[config.mk]
export PLATFORM = sky130hd
export DESIGN_NAME = gpc_pin_control
export DESIGN_NICKNAME = d
export VERILOG_FILES = /design/src/hw/gpc_pkg.sv /design/src/hw/gpc_pad_cell.sv /design/src/hw/gpc_pin_control.sv
export SDC_FILE = /design/constraint.sdc
export NUM_CORES = 1
export LEC_CHECK = 0
export ABC_AREA = 1
export BUFFER_PORTS_ARGS = -buffer_cell sky130_fd_sc_hd__buf_2
export CAP_MARGIN = 20
export CORE_AREA = 5 5 135 137
export CTS_BUF_LIST = sky130_fd_sc_hd__clkbuf_8
export CTS_CLUSTER_DIAMETER = 80
export DETAILED_ROUTE_END_ITERATION = 8
export DIE_AREA = 0 0 140 142
export GPL_TIMING_DRIVEN = 0
export PLACE_DENSITY = 0.63
export SYNTH_ARGS = -nofsm -noshare
export SYNTH_HDL_FRONTEND = slang
export SYNTH_HIERARCHICAL = 1
export SYNTH_SLANG_ARGS = --single-unit
[constraint.sdc]
create_clock -name core_clk_in -period 1.7 [get_ports core_clk_in]
set_input_delay 0.085 -clock core_clk_in [delete_from_list [all_inputs] [get_ports core_clk_in]]
set_output_delay 0.085 -clock core_clk_in [all_outputs]
set_load 0.05 [all_outputs]
[src/hw/gpc_pkg.sv]
// Package holding types and constants for the GPIO pin control block
package gpc_pkg;

    // ------------------------------------------------------------------
    // Sizes
    // ------------------------------------------------------------------
    localparam int GPC_NUM_PINS   = 10;
    localparam int GPC_NUM_SRC    = 8;
    localparam int GPC_SEL_W      = 3;

    // ------------------------------------------------------------------
    // Drive mode codes (three bits, eight codes, seven modes)
    // ------------------------------------------------------------------
    typedef enum logic [2:0] {
        GPC_DM_INPUT_ONLY   = 3'h0,
        GPC_DM_WEAKUP_STRDN = 3'h1,
        GPC_DM_STRUP_WEAKDN = 3'h2,
        GPC_DM_OD_STRDN     = 3'h3,
        GPC_DM_OD_STRUP     = 3'h4,
        GPC_DM_STRONG       = 3'h5,
        GPC_DM_WEAK         = 3'h6,
        GPC_DM_SPARE        = 3'h7
    } gpc_drive_mode_type;

    // ------------------------------------------------------------------
    // Reset values: every pin disabled
    // ------------------------------------------------------------------
    localparam logic [2:0] GPC_RST_MODE  = 3'h0;
    localparam logic       GPC_RST_BIT   = 1'b0;

    // ------------------------------------------------------------------
    // Per-pin configuration carrier
    // ------------------------------------------------------------------
    typedef struct packed {
        logic [2:0] drive_mode;     // Drive mode code
        logic       lvttl_sel;      // 1: LVTTL threshold, 0: CMOS
        logic       in_buf_en;      // Input buffer enable
        logic       out_buf_en;     // Output buffer enable
        logic       slow_slew;      // 1: slow edge rate
        logic       amux_sw;        // Connect to analog mux bus
        logic [2:0] route_sel;      // Routing matrix source select
    } gpc_pin_cfg_type;

    // Pin drive state as presented to the pad
    typedef struct packed {
        logic pull_up_strong;
        logic pull_up_weak;
        logic pull_dn_strong;
        logic pull_dn_weak;
        logic oe;
        logic out;
        logic ie;
        logic lvttl;
        logic slow;
        logic amux;
    } gpc_pad_ctl_type;

endpackage : gpc_pkg

[src/hw/gpc_pad_cell.sv]
// One pin cell: decodes drive mode, holds state while hold is active
`timescale 1ns/1ps
`default_nettype none
module gpc_pad_cell (
    input  wire logic                     core_clk_in,
    input  wire logic                     reset_n_in,
    input  wire gpc_pkg::gpc_pin_cfg_type cfg_in,
    input  wire logic                     out_val_in,
    input  wire logic                     hold_in,
    output var  gpc_pkg::gpc_pad_ctl_type pad_out
);
    import gpc_pkg::*;

    typedef struct packed {
        gpc_pad_ctl_type pad;
    } gpc_cell_state_type;

    gpc_cell_state_type state;
    gpc_cell_state_type next_state;
    gpc_pad_ctl_type    decoded;

    // ------------------------------------------------------------------
    // Drive mode decode
    // ------------------------------------------------------------------
    always_comb begin
        decoded       = '0;
        decoded.ie    = cfg_in.in_buf_en;
        decoded.lvttl = cfg_in.lvttl_sel;
        decoded.slow  = cfg_in.slow_slew;
        decoded.amux  = cfg_in.amux_sw;
        decoded.out   = out_val_in;
        // Output buffer gate acts on top of the drive mode
        if (cfg_in.out_buf_en) begin
            case (gpc_drive_mode_type'(cfg_in.drive_mode))
                GPC_DM_WEAKUP_STRDN: begin
                    decoded.pull_up_weak   = out_val_in;
                    decoded.pull_dn_strong = !out_val_in;
                end
                GPC_DM_STRUP_WEAKDN: begin
                    decoded.pull_up_strong = out_val_in;
                    decoded.pull_dn_weak   = !out_val_in;
                end
                GPC_DM_OD_STRDN: begin
                    decoded.pull_dn_strong = !out_val_in;
                end
                GPC_DM_OD_STRUP: begin
                    decoded.pull_up_strong = out_val_in;
                end
                GPC_DM_STRONG: begin
                    decoded.pull_up_strong = out_val_in;
                    decoded.pull_dn_strong = !out_val_in;
                end
                GPC_DM_WEAK: begin
                    decoded.pull_up_weak = out_val_in;
                    decoded.pull_dn_weak = !out_val_in;
                end
                default: begin
                end
            endcase
        end
        decoded.oe = decoded.pull_up_strong | decoded.pull_dn_strong;
    end

    // ------------------------------------------------------------------
    // Hold latch: freeze whole pad state while hold is set
    // ------------------------------------------------------------------
    always_comb begin
        next_state = state;
        if (!hold_in) begin
            next_state.pad = decoded;
        end
    end

    // Reset forces the disabled pad state
    always_ff @(posedge core_clk_in or negedge reset_n_in) begin
        if (!reset_n_in) begin
            state <= '0;
        end else begin
            state <= next_state;
        end
    end

    assign pad_out = state.pad;

    AST_HOLD_FREEZE: assert property (@(posedge core_clk_in)
        disable iff (!reset_n_in)
        hold_in && $past(hold_in) |-> $stable(state.pad))
        else $error("Pad changed while hold active");

endmodule // gpc_pad_cell
`default_nettype wire

[src/hw/gpc_pin_control.sv]
// Top of the GPIO pin control block: routing matrix and per-pin cells
`timescale 1ns/1ps
`default_nettype none
module gpc_pin_control #(
    parameter int NUM_PINS = gpc_pkg::GPC_NUM_PINS,
    parameter int NUM_SRC  = gpc_pkg::GPC_NUM_SRC
) (
    input  wire logic                     core_clk_in,
    input  wire logic                     reset_n_in,
    input  wire gpc_pkg::gpc_pin_cfg_type cfg_in       [NUM_PINS],
    input  wire logic [NUM_SRC-1:0]       periph_sig_in,
    input  wire logic [NUM_PINS-1:0]      i2c_pin_in,
    input  wire logic                     hold_in,
    input  wire logic [NUM_PINS-1:0]      pad_level_in,
    input  wire logic                     cc_amux_req_in,
    output var  gpc_pkg::gpc_pad_ctl_type pad_ctl_out  [NUM_PINS],
    output var  logic [NUM_PINS-1:0]      pin_level_out,
    output var  logic                     cc_amux_sw_out
);
    import gpc_pkg::*;

    // ------------------------------------------------------------------
    // State and routing
    // ------------------------------------------------------------------
    typedef struct packed {
        logic [NUM_PINS-1:0] level;
        logic                cc_amux;
    } gpc_top_state_type;

    gpc_top_state_type state;
    gpc_top_state_type next_state;
    logic [NUM_PINS-1:0] routed;
    gpc_pin_cfg_type     eff_cfg [NUM_PINS];

    // Routing matrix select; out-of-range source reads low
    function automatic logic route_pick(input logic [NUM_SRC-1:0] src,
                                        input logic [2:0] sel);
        route_pick = (int'(sel) < NUM_SRC) ? src[sel] : 1'b0;
    endfunction

    // ------------------------------------------------------------------
    // Per-pin cells (ten general pins incl. I2C and debug pins)
    // ------------------------------------------------------------------
    generate
        for (genvar p = 0; p < NUM_PINS; p++) begin : g_pin
            always_comb begin
                eff_cfg[p] = cfg_in[p];
                // I2C pins must not push high: force open-drain low side
                if (i2c_pin_in[p]) begin
                    eff_cfg[p].drive_mode = GPC_DM_OD_STRDN;
                end
            end
            assign routed[p] = route_pick(periph_sig_in,
                                          cfg_in[p].route_sel);
            gpc_pad_cell u_cell (
                .core_clk_in (core_clk_in),
                .reset_n_in  (reset_n_in),
                .cfg_in      (eff_cfg[p]),
                .out_val_in  (routed[p]),
                .hold_in     (hold_in),
                .pad_out     (pad_ctl_out[p])
            );
        end
    endgenerate

    // ------------------------------------------------------------------
    // Input capture; a disabled input buffer reads low
    // ------------------------------------------------------------------
    always_comb begin
        next_state = state;
        for (int p = 0; p < NUM_PINS; p++) begin
            next_state.level[p] = pad_level_in[p] & cfg_in[p].in_buf_en;
        end
        // Config-channel and pulldown pins have no mux switch at all
        next_state.cc_amux = 1'b0;
    end

    always_ff @(posedge core_clk_in or negedge reset_n_in) begin
        if (!reset_n_in) begin
            state <= '0;
        end else begin
            state <= next_state;
        end
    end

    assign pin_level_out  = state.level;
    assign cc_amux_sw_out = state.cc_amux;

    AST_CC_NO_AMUX: assert property (@(posedge core_clk_in)
        disable iff (!reset_n_in)
        cc_amux_req_in |=> !cc_amux_sw_out)
        else $error("CC pin reached analog mux");

    AST_I2C_OD: assert property (@(posedge core_clk_in)
        disable iff (!reset_n_in)
        i2c_pin_in[0] && !hold_in |=> !pad_ctl_out[0].pull_up_strong)
        else $error("I2C pin drove strong high");

    AST_IN_GATE: assert property (@(posedge core_clk_in)
        disable iff (!reset_n_in)
        !cfg_in[0].in_buf_en |=> !pin_level_out[0])
        else $error("Disabled input buffer passed level");

    // ------------------------------------------------------------------
    // Per-pin checks
    // ------------------------------------------------------------------
    // Each pin is watched one cycle after its settings are taken. Most
    // checks look only while hold is low: a held pin may disagree with
    // its live settings until hold drops, which is the point of hold.
    // The bus flag overrides the drive mode, so mode checks exclude it; the open-drain low side check takes it in.
    // Pull checks name the weak pulls, not only the enable, so a stray weak pull is caught
    // even where the enable alone would still look right.
    generate
        for (genvar c = 0; c < NUM_PINS; c++) begin : g_chk
            // First edge after a reset release still shows the safe state
            AST_RESET_DISABLED: assert property (
                @(posedge core_clk_in)
                $rose(reset_n_in)
                |-> pad_ctl_out[c] == '0 && !pin_level_out[c])
                else $error("Pin not disabled after reset");

            // Never pull both ways at once, weak or strong: no crowbar
            AST_NO_FIGHT: assert property (
                @(posedge core_clk_in) disable iff (!reset_n_in)
                !((pad_ctl_out[c].pull_up_strong ||
                   pad_ctl_out[c].pull_up_weak) &&
                  (pad_ctl_out[c].pull_dn_strong ||
                   pad_ctl_out[c].pull_dn_weak)))
                else $error("Pin pulled both ways");

            // Output buffer off removes every pull, whatever the mode
            AST_OB_OFF: assert property (
                @(posedge core_clk_in) disable iff (!reset_n_in)
                !hold_in && !cfg_in[c].out_buf_en
                |=> !pad_ctl_out[c].oe && !pad_ctl_out[c].pull_up_weak &&
                    !pad_ctl_out[c].pull_dn_weak)
                else $error("Drive left with output buffer off");

            // Input buffer enable reaches the pad a cycle later
            AST_IE_FOLLOWS: assert property (
                @(posedge core_clk_in) disable iff (!reset_n_in)
                !hold_in
                |=> pad_ctl_out[c].ie == $past(cfg_in[c].in_buf_en))
                else $error("Input buffer enable not applied");

            // Threshold select reaches the pad a cycle later
            AST_LVTTL_FOLLOWS: assert property (
                @(posedge core_clk_in) disable iff (!reset_n_in)
                !hold_in
                |=> pad_ctl_out[c].lvttl == $past(cfg_in[c].lvttl_sel))
                else $error("Threshold select not applied");

            // Slew select reaches the pad a cycle later
            AST_SLEW_FOLLOWS: assert property (
                @(posedge core_clk_in) disable iff (!reset_n_in)
                !hold_in
                |=> pad_ctl_out[c].slow == $past(cfg_in[c].slow_slew))
                else $error("Slew select not applied");

            // Analog mux switch reaches the pad a cycle later
            AST_AMUX_FOLLOWS: assert property (
                @(posedge core_clk_in) disable iff (!reset_n_in)
                !hold_in
                |=> pad_ctl_out[c].amux == $past(cfg_in[c].amux_sw))
                else $error("Analog mux switch not applied");

            // Routed source value reaches the pad a cycle later
            AST_ROUTE_OUT: assert property (
                @(posedge core_clk_in) disable iff (!reset_n_in)
                !hold_in
                |=> pad_ctl_out[c].out ==
                    $past(route_pick(periph_sig_in, cfg_in[c].route_sel)))
                else $error("Routed value not on pad");

            // Input only drives nothing at all
            AST_INPUT_ONLY: assert property (
                @(posedge core_clk_in) disable iff (!reset_n_in)
                !hold_in && !i2c_pin_in[c] &&
                cfg_in[c].drive_mode == GPC_DM_INPUT_ONLY
                |=> !pad_ctl_out[c].oe && !pad_ctl_out[c].pull_up_weak &&
                    !pad_ctl_out[c].pull_dn_weak)
                else $error("Input-only pin drove");

            // The spare code behaves exactly like input only
            AST_SPARE_INPUT: assert property (
                @(posedge core_clk_in) disable iff (!reset_n_in)
                !hold_in && !i2c_pin_in[c] &&
                cfg_in[c].drive_mode == GPC_DM_SPARE
                |=> !pad_ctl_out[c].oe && !pad_ctl_out[c].pull_up_weak &&
                    !pad_ctl_out[c].pull_dn_weak)
                else $error("Spare code drove the pin");

            // Weak pull-up with strong pull-down follows the data
            AST_WEAK_UP_STRONG_DN: assert property (
                @(posedge core_clk_in) disable iff (!reset_n_in)
                !hold_in && !i2c_pin_in[c] && cfg_in[c].out_buf_en &&
                cfg_in[c].drive_mode == GPC_DM_WEAKUP_STRDN
                |=> pad_ctl_out[c].pull_up_weak == pad_ctl_out[c].out &&
                    pad_ctl_out[c].pull_dn_strong == !pad_ctl_out[c].out &&
                    !pad_ctl_out[c].pull_up_strong &&
                    !pad_ctl_out[c].pull_dn_weak)
                else $error("Weak-up strong-down decode wrong");

            // Strong pull-up with weak pull-down follows the data
            AST_STRONG_UP_WEAK_DN: assert property (
                @(posedge core_clk_in) disable iff (!reset_n_in)
                !hold_in && !i2c_pin_in[c] && cfg_in[c].out_buf_en &&
                cfg_in[c].drive_mode == GPC_DM_STRUP_WEAKDN
                |=> pad_ctl_out[c].pull_up_strong == pad_ctl_out[c].out &&
                    pad_ctl_out[c].pull_dn_weak == !pad_ctl_out[c].out &&
                    !pad_ctl_out[c].pull_up_weak &&
                    !pad_ctl_out[c].pull_dn_strong)
                else $error("Strong-up weak-down decode wrong");

            // Open drain low side only sinks, never lifts the pin
            AST_OD_SINK: assert property (
                @(posedge core_clk_in) disable iff (!reset_n_in)
                !hold_in && cfg_in[c].out_buf_en &&
                (i2c_pin_in[c] || cfg_in[c].drive_mode == GPC_DM_OD_STRDN)
                |=> pad_ctl_out[c].pull_dn_strong == !pad_ctl_out[c].out &&
                    !pad_ctl_out[c].pull_up_strong &&
                    !pad_ctl_out[c].pull_up_weak &&
                    !pad_ctl_out[c].pull_dn_weak)
                else $error("Open-drain low side decode wrong");

            // Open drain high side only sources, never pulls low
            AST_OD_SOURCE: assert property (
                @(posedge core_clk_in) disable iff (!reset_n_in)
                !hold_in && !i2c_pin_in[c] && cfg_in[c].out_buf_en &&
                cfg_in[c].drive_mode == GPC_DM_OD_STRUP
                |=> pad_ctl_out[c].pull_up_strong == pad_ctl_out[c].out &&
                    !pad_ctl_out[c].pull_dn_strong &&
                    !pad_ctl_out[c].pull_up_weak &&
                    !pad_ctl_out[c].pull_dn_weak)
                else $error("Open-drain high side decode wrong");

            // Strong both ways drives whenever the output buffer is on, in the data's direction
            AST_STRONG_BOTH: assert property (
                @(posedge core_clk_in) disable iff (!reset_n_in)
                !hold_in && !i2c_pin_in[c] && cfg_in[c].out_buf_en &&
                cfg_in[c].drive_mode == GPC_DM_STRONG
                |=> pad_ctl_out[c].oe &&
                    pad_ctl_out[c].pull_up_strong == pad_ctl_out[c].out &&
                    pad_ctl_out[c].pull_dn_strong == !pad_ctl_out[c].out &&
                    !pad_ctl_out[c].pull_up_weak &&
                    !pad_ctl_out[c].pull_dn_weak)
                else $error("Strong drive decode wrong");

            // Weak both ways never drives strongly, only pulls
            AST_WEAK_BOTH: assert property (
                @(posedge core_clk_in) disable iff (!reset_n_in)
                !hold_in && !i2c_pin_in[c] && cfg_in[c].out_buf_en &&
                cfg_in[c].drive_mode == GPC_DM_WEAK
                |=> !pad_ctl_out[c].oe &&
                    pad_ctl_out[c].pull_up_weak == pad_ctl_out[c].out &&
                    pad_ctl_out[c].pull_dn_weak == !pad_ctl_out[c].out)
                else $error("Weak drive decode wrong");

            // A bus pin never lifts its line, strong or weak
            AST_BUS_NO_HIGH: assert property (
                @(posedge core_clk_in) disable iff (!reset_n_in)
                !hold_in && i2c_pin_in[c]
                |=> !pad_ctl_out[c].pull_up_strong &&
                    !pad_ctl_out[c].pull_up_weak)
                else $error("Bus pin pulled high");

            // Held pad keeps its previous state on every field
            AST_HOLD_KEEP: assert property (
                @(posedge core_clk_in) disable iff (!reset_n_in)
                hold_in && $past(hold_in)
                |-> $stable(pad_ctl_out[c]))
                else $error("Held pad changed");

            // A disabled input buffer reads low on every pin
            AST_LEVEL_GATE: assert property (
                @(posedge core_clk_in) disable iff (!reset_n_in)
                !cfg_in[c].in_buf_en
                |=> !pin_level_out[c])
                else $error("Disabled input passed a level");

            // An enabled input buffer passes the pad level a cycle later
            AST_LEVEL_CAPTURE: assert property (
                @(posedge core_clk_in) disable iff (!reset_n_in)
                cfg_in[c].in_buf_en
                |=> pin_level_out[c] == $past(pad_level_in[c]))
                else $error("Pad level not captured");
        end
    endgenerate

endmodule // gpc_pin_control
`default_nettype wire

==> results.ini <==
[run]
cap_violations = 0

[die]
fp.dieW_um = 140
placementRows = 48
start_util_pct = 34.2
core-area_sq_um = 16900
io_pins = 253
die_h_um = 142
die_area_sq_um = 19900

[routing]
routed_wl_um = 17900
vias = 6073
via_per_inst = 4.43
remaining_drc_errors = 0
antenna_left = 0
drt_pre_antenna_iters = 5
post_drt_wl_per_cell_um = 13.0
drt-initial-drc-count = 265

[setup_path]
cp_max_fo = 2
arrival_ns = 1.43
worstSetupStartpointType = input pin
reg2reg_depth = 4
cp.required_ns = 1.97
critPathKind = input pin to flip-flop
cp-end-kind = flip-flop

[sta]
final-hold-violation-count = 0
setup-tns-final_ns = 0
finalSetupViolCount = 0
finalCritPeriodShare_pct = 68.1
clock_skew_ns = 0
relSlewSlack_pct = 50.1
drv_slew = 0
worst_hold_slack_ns = 0.0637
rsz0062_at_grt = no
worstMarginPinSlew_ns = 0.749
max_freq_ghz = 0.863
fin_crit_ns = 1.16

[cells_and_area]
fill_cells = 1658
area_growth_pct = 42.4
multiInputGateArea_sq_um = 2570
layout.nets = 1284
fin_util_pct = 48.6
final_common_cell = nand2_1
final_area_sq_um = 8240
drive_gt1_share_pct = 32.5
final_cell_mix = nand2_1, buf_2, dfrtp_1
antennaDiodeCount = 0
seq_area_sq_um = 2750

[clock_network]
htreeDepth = 3
root_buffer = clkbuf_8
cts_buffer_depth = 2
clock_latency_ns = 0.38
numCtsBuffers = 9
clk_pin_slew_ns = 0.11
cts_tree = done
cts_sinks = 110

[worst_hold_path]
whs_path_depth = 5
holdCritPathClass = input pin to flip-flop

[synth]
yosysWarnings = 6
synth_top_area_cell = dfrtp_1
yosysTopAreaCellShare_pct = 47.6
netlist_instances = 810
syn_avg_cell_area_sq_um = 7.14
yosysSeqAreaShare_pct = 47.6
ys_types = 15
ys_ff_latch = 110
syn-num-nets = 952
synth.top_cells.by_area = dfrtp_1, nand2_1, inv_1
synth_area_sq_um = 5780

[global_routing]
track_usage_pct = 17.7
antenna_found_initial = 0
grt_pass1_vias = 5889
grt_start_max_net_pins = 57
grt_pass1_wl_um = 28600
grt_overflow = 0

[power]
power_uw = 6640
power.density_nw_per_um2 = 806
p_leak_uw = 0.00498
peakVddDrop_mv = 0.472

[place]
place_congestion = 0.812
io_buffers = 250
hpwlAfterDp_um = 12900
place_area_sq_um = 7350

[status]
outcome = finished clean

[routing by layer]
| layer | up-vias | wire [um] | track usage [%] |
|---|---|---|---|
| li1 | 3112 | - | - |
| met1 | 2718 | 7570 | 22.2 |
| met2 | 207 | 8350 | 29.4 |
| met3 | 36 | 1460 | 4.81 |
| met4 | 0 | 496 | 6.99 |
| met5 | - | 0 | 0 |
[cells by family after synthesis]
family                 after synthesis  share of synthesized area (%)
other                                1                         0.0648
buffers and inverters              119                           8.00
DFF                                110                           47.6
AOI/OAI and AO/OA                   40                           3.46
and+or+nand+nor                    540                           40.9
[area by class of cell]
type,instances,area share [%]
multi-input combinational,581,31.2
clock buffer,10,1.67
timing repair buffer,321,24.1
clock inverter,5,0.638
buffer,11,0.699
inverter,108,4.92
tap,225,3.42
sequential,110,33.4
[cells in the mapped netlist]
cell type  number
nand3_2        20
dfrtp_1       110
buf_2          10
inv_1          70
nand3_1        50
o21ai_1        30
nand2_1       400
nor2_4         10
conb_1          1
buf_4           1
nand2_2        10
nor2_1         30
or2_2          20
o21ai_0        10
inv_2          38
[worst max-delay path: stages]
cell	delay [ns]
dlygate4sd3_1	0.54
buf_2	0.13
nand2_1	0.05
dlygate4sd3_1	0.57
inv_1	0.05
[path summary, 6_finish.rpt]
| kind | start | to | slack (ns) |
|---|---|---|---|
| min | i2c_pin_in[8] | g_pin[8].u_cell/pad_out[8] | 0.06 |
| max | cfg_in[6] | pin_level_out[9] | 0.54 |
| max in group asynchronous | reset_n_in | g_pin[9].u_cell/pad_out[7] | 0.65 |
| min in group asynchronous | reset_n_in | g_pin[1].u_cell/pad_out[2] | 0.30 |
| min reg2reg | g_pin[4].u_cell/pad_out[2] | g_pin[4].u_cell/pad_out[2] | 0.48 |
| max reg2reg | g_pin[7].u_cell/pad_out[5] | g_pin[7].u_cell/pad_out[5] | 0.94 |
[per-stage QoR]
step | setup WS [ns] | instances
floorplan | 0.746 | 810
global placement | -0.807 | 1285
detailed placement | 0.346 | 1286
CTS | 0.546 | 1371
global route | 0.487 | 1371
finish | 0.542 | 1371
[registers in the layout (all words and copies together), names as in the netlist]
register and cells:
pin_level_out 10, g_pin.u_cell/pad_out 100
[where the power goes]
part / leakage (uW) / total (uW) / switching [uW] / internal (uW)
Clock: 0.0000970 / 1590 / 889 / 705
Sequential: 0.00142 / 2930 / 107 / 2820
Combinational: 0.00346 / 2110 / 1500 / 618
Total: 0.00498 / 6640 / 2490 / 4150
[timing repair]
action	in CTS	in global routing
endpoints found under the hold margin	125	0
resized for setup	0	0
hold buffers	70	0
setup buffers	0	0
(Power assumes the default switching activity.)
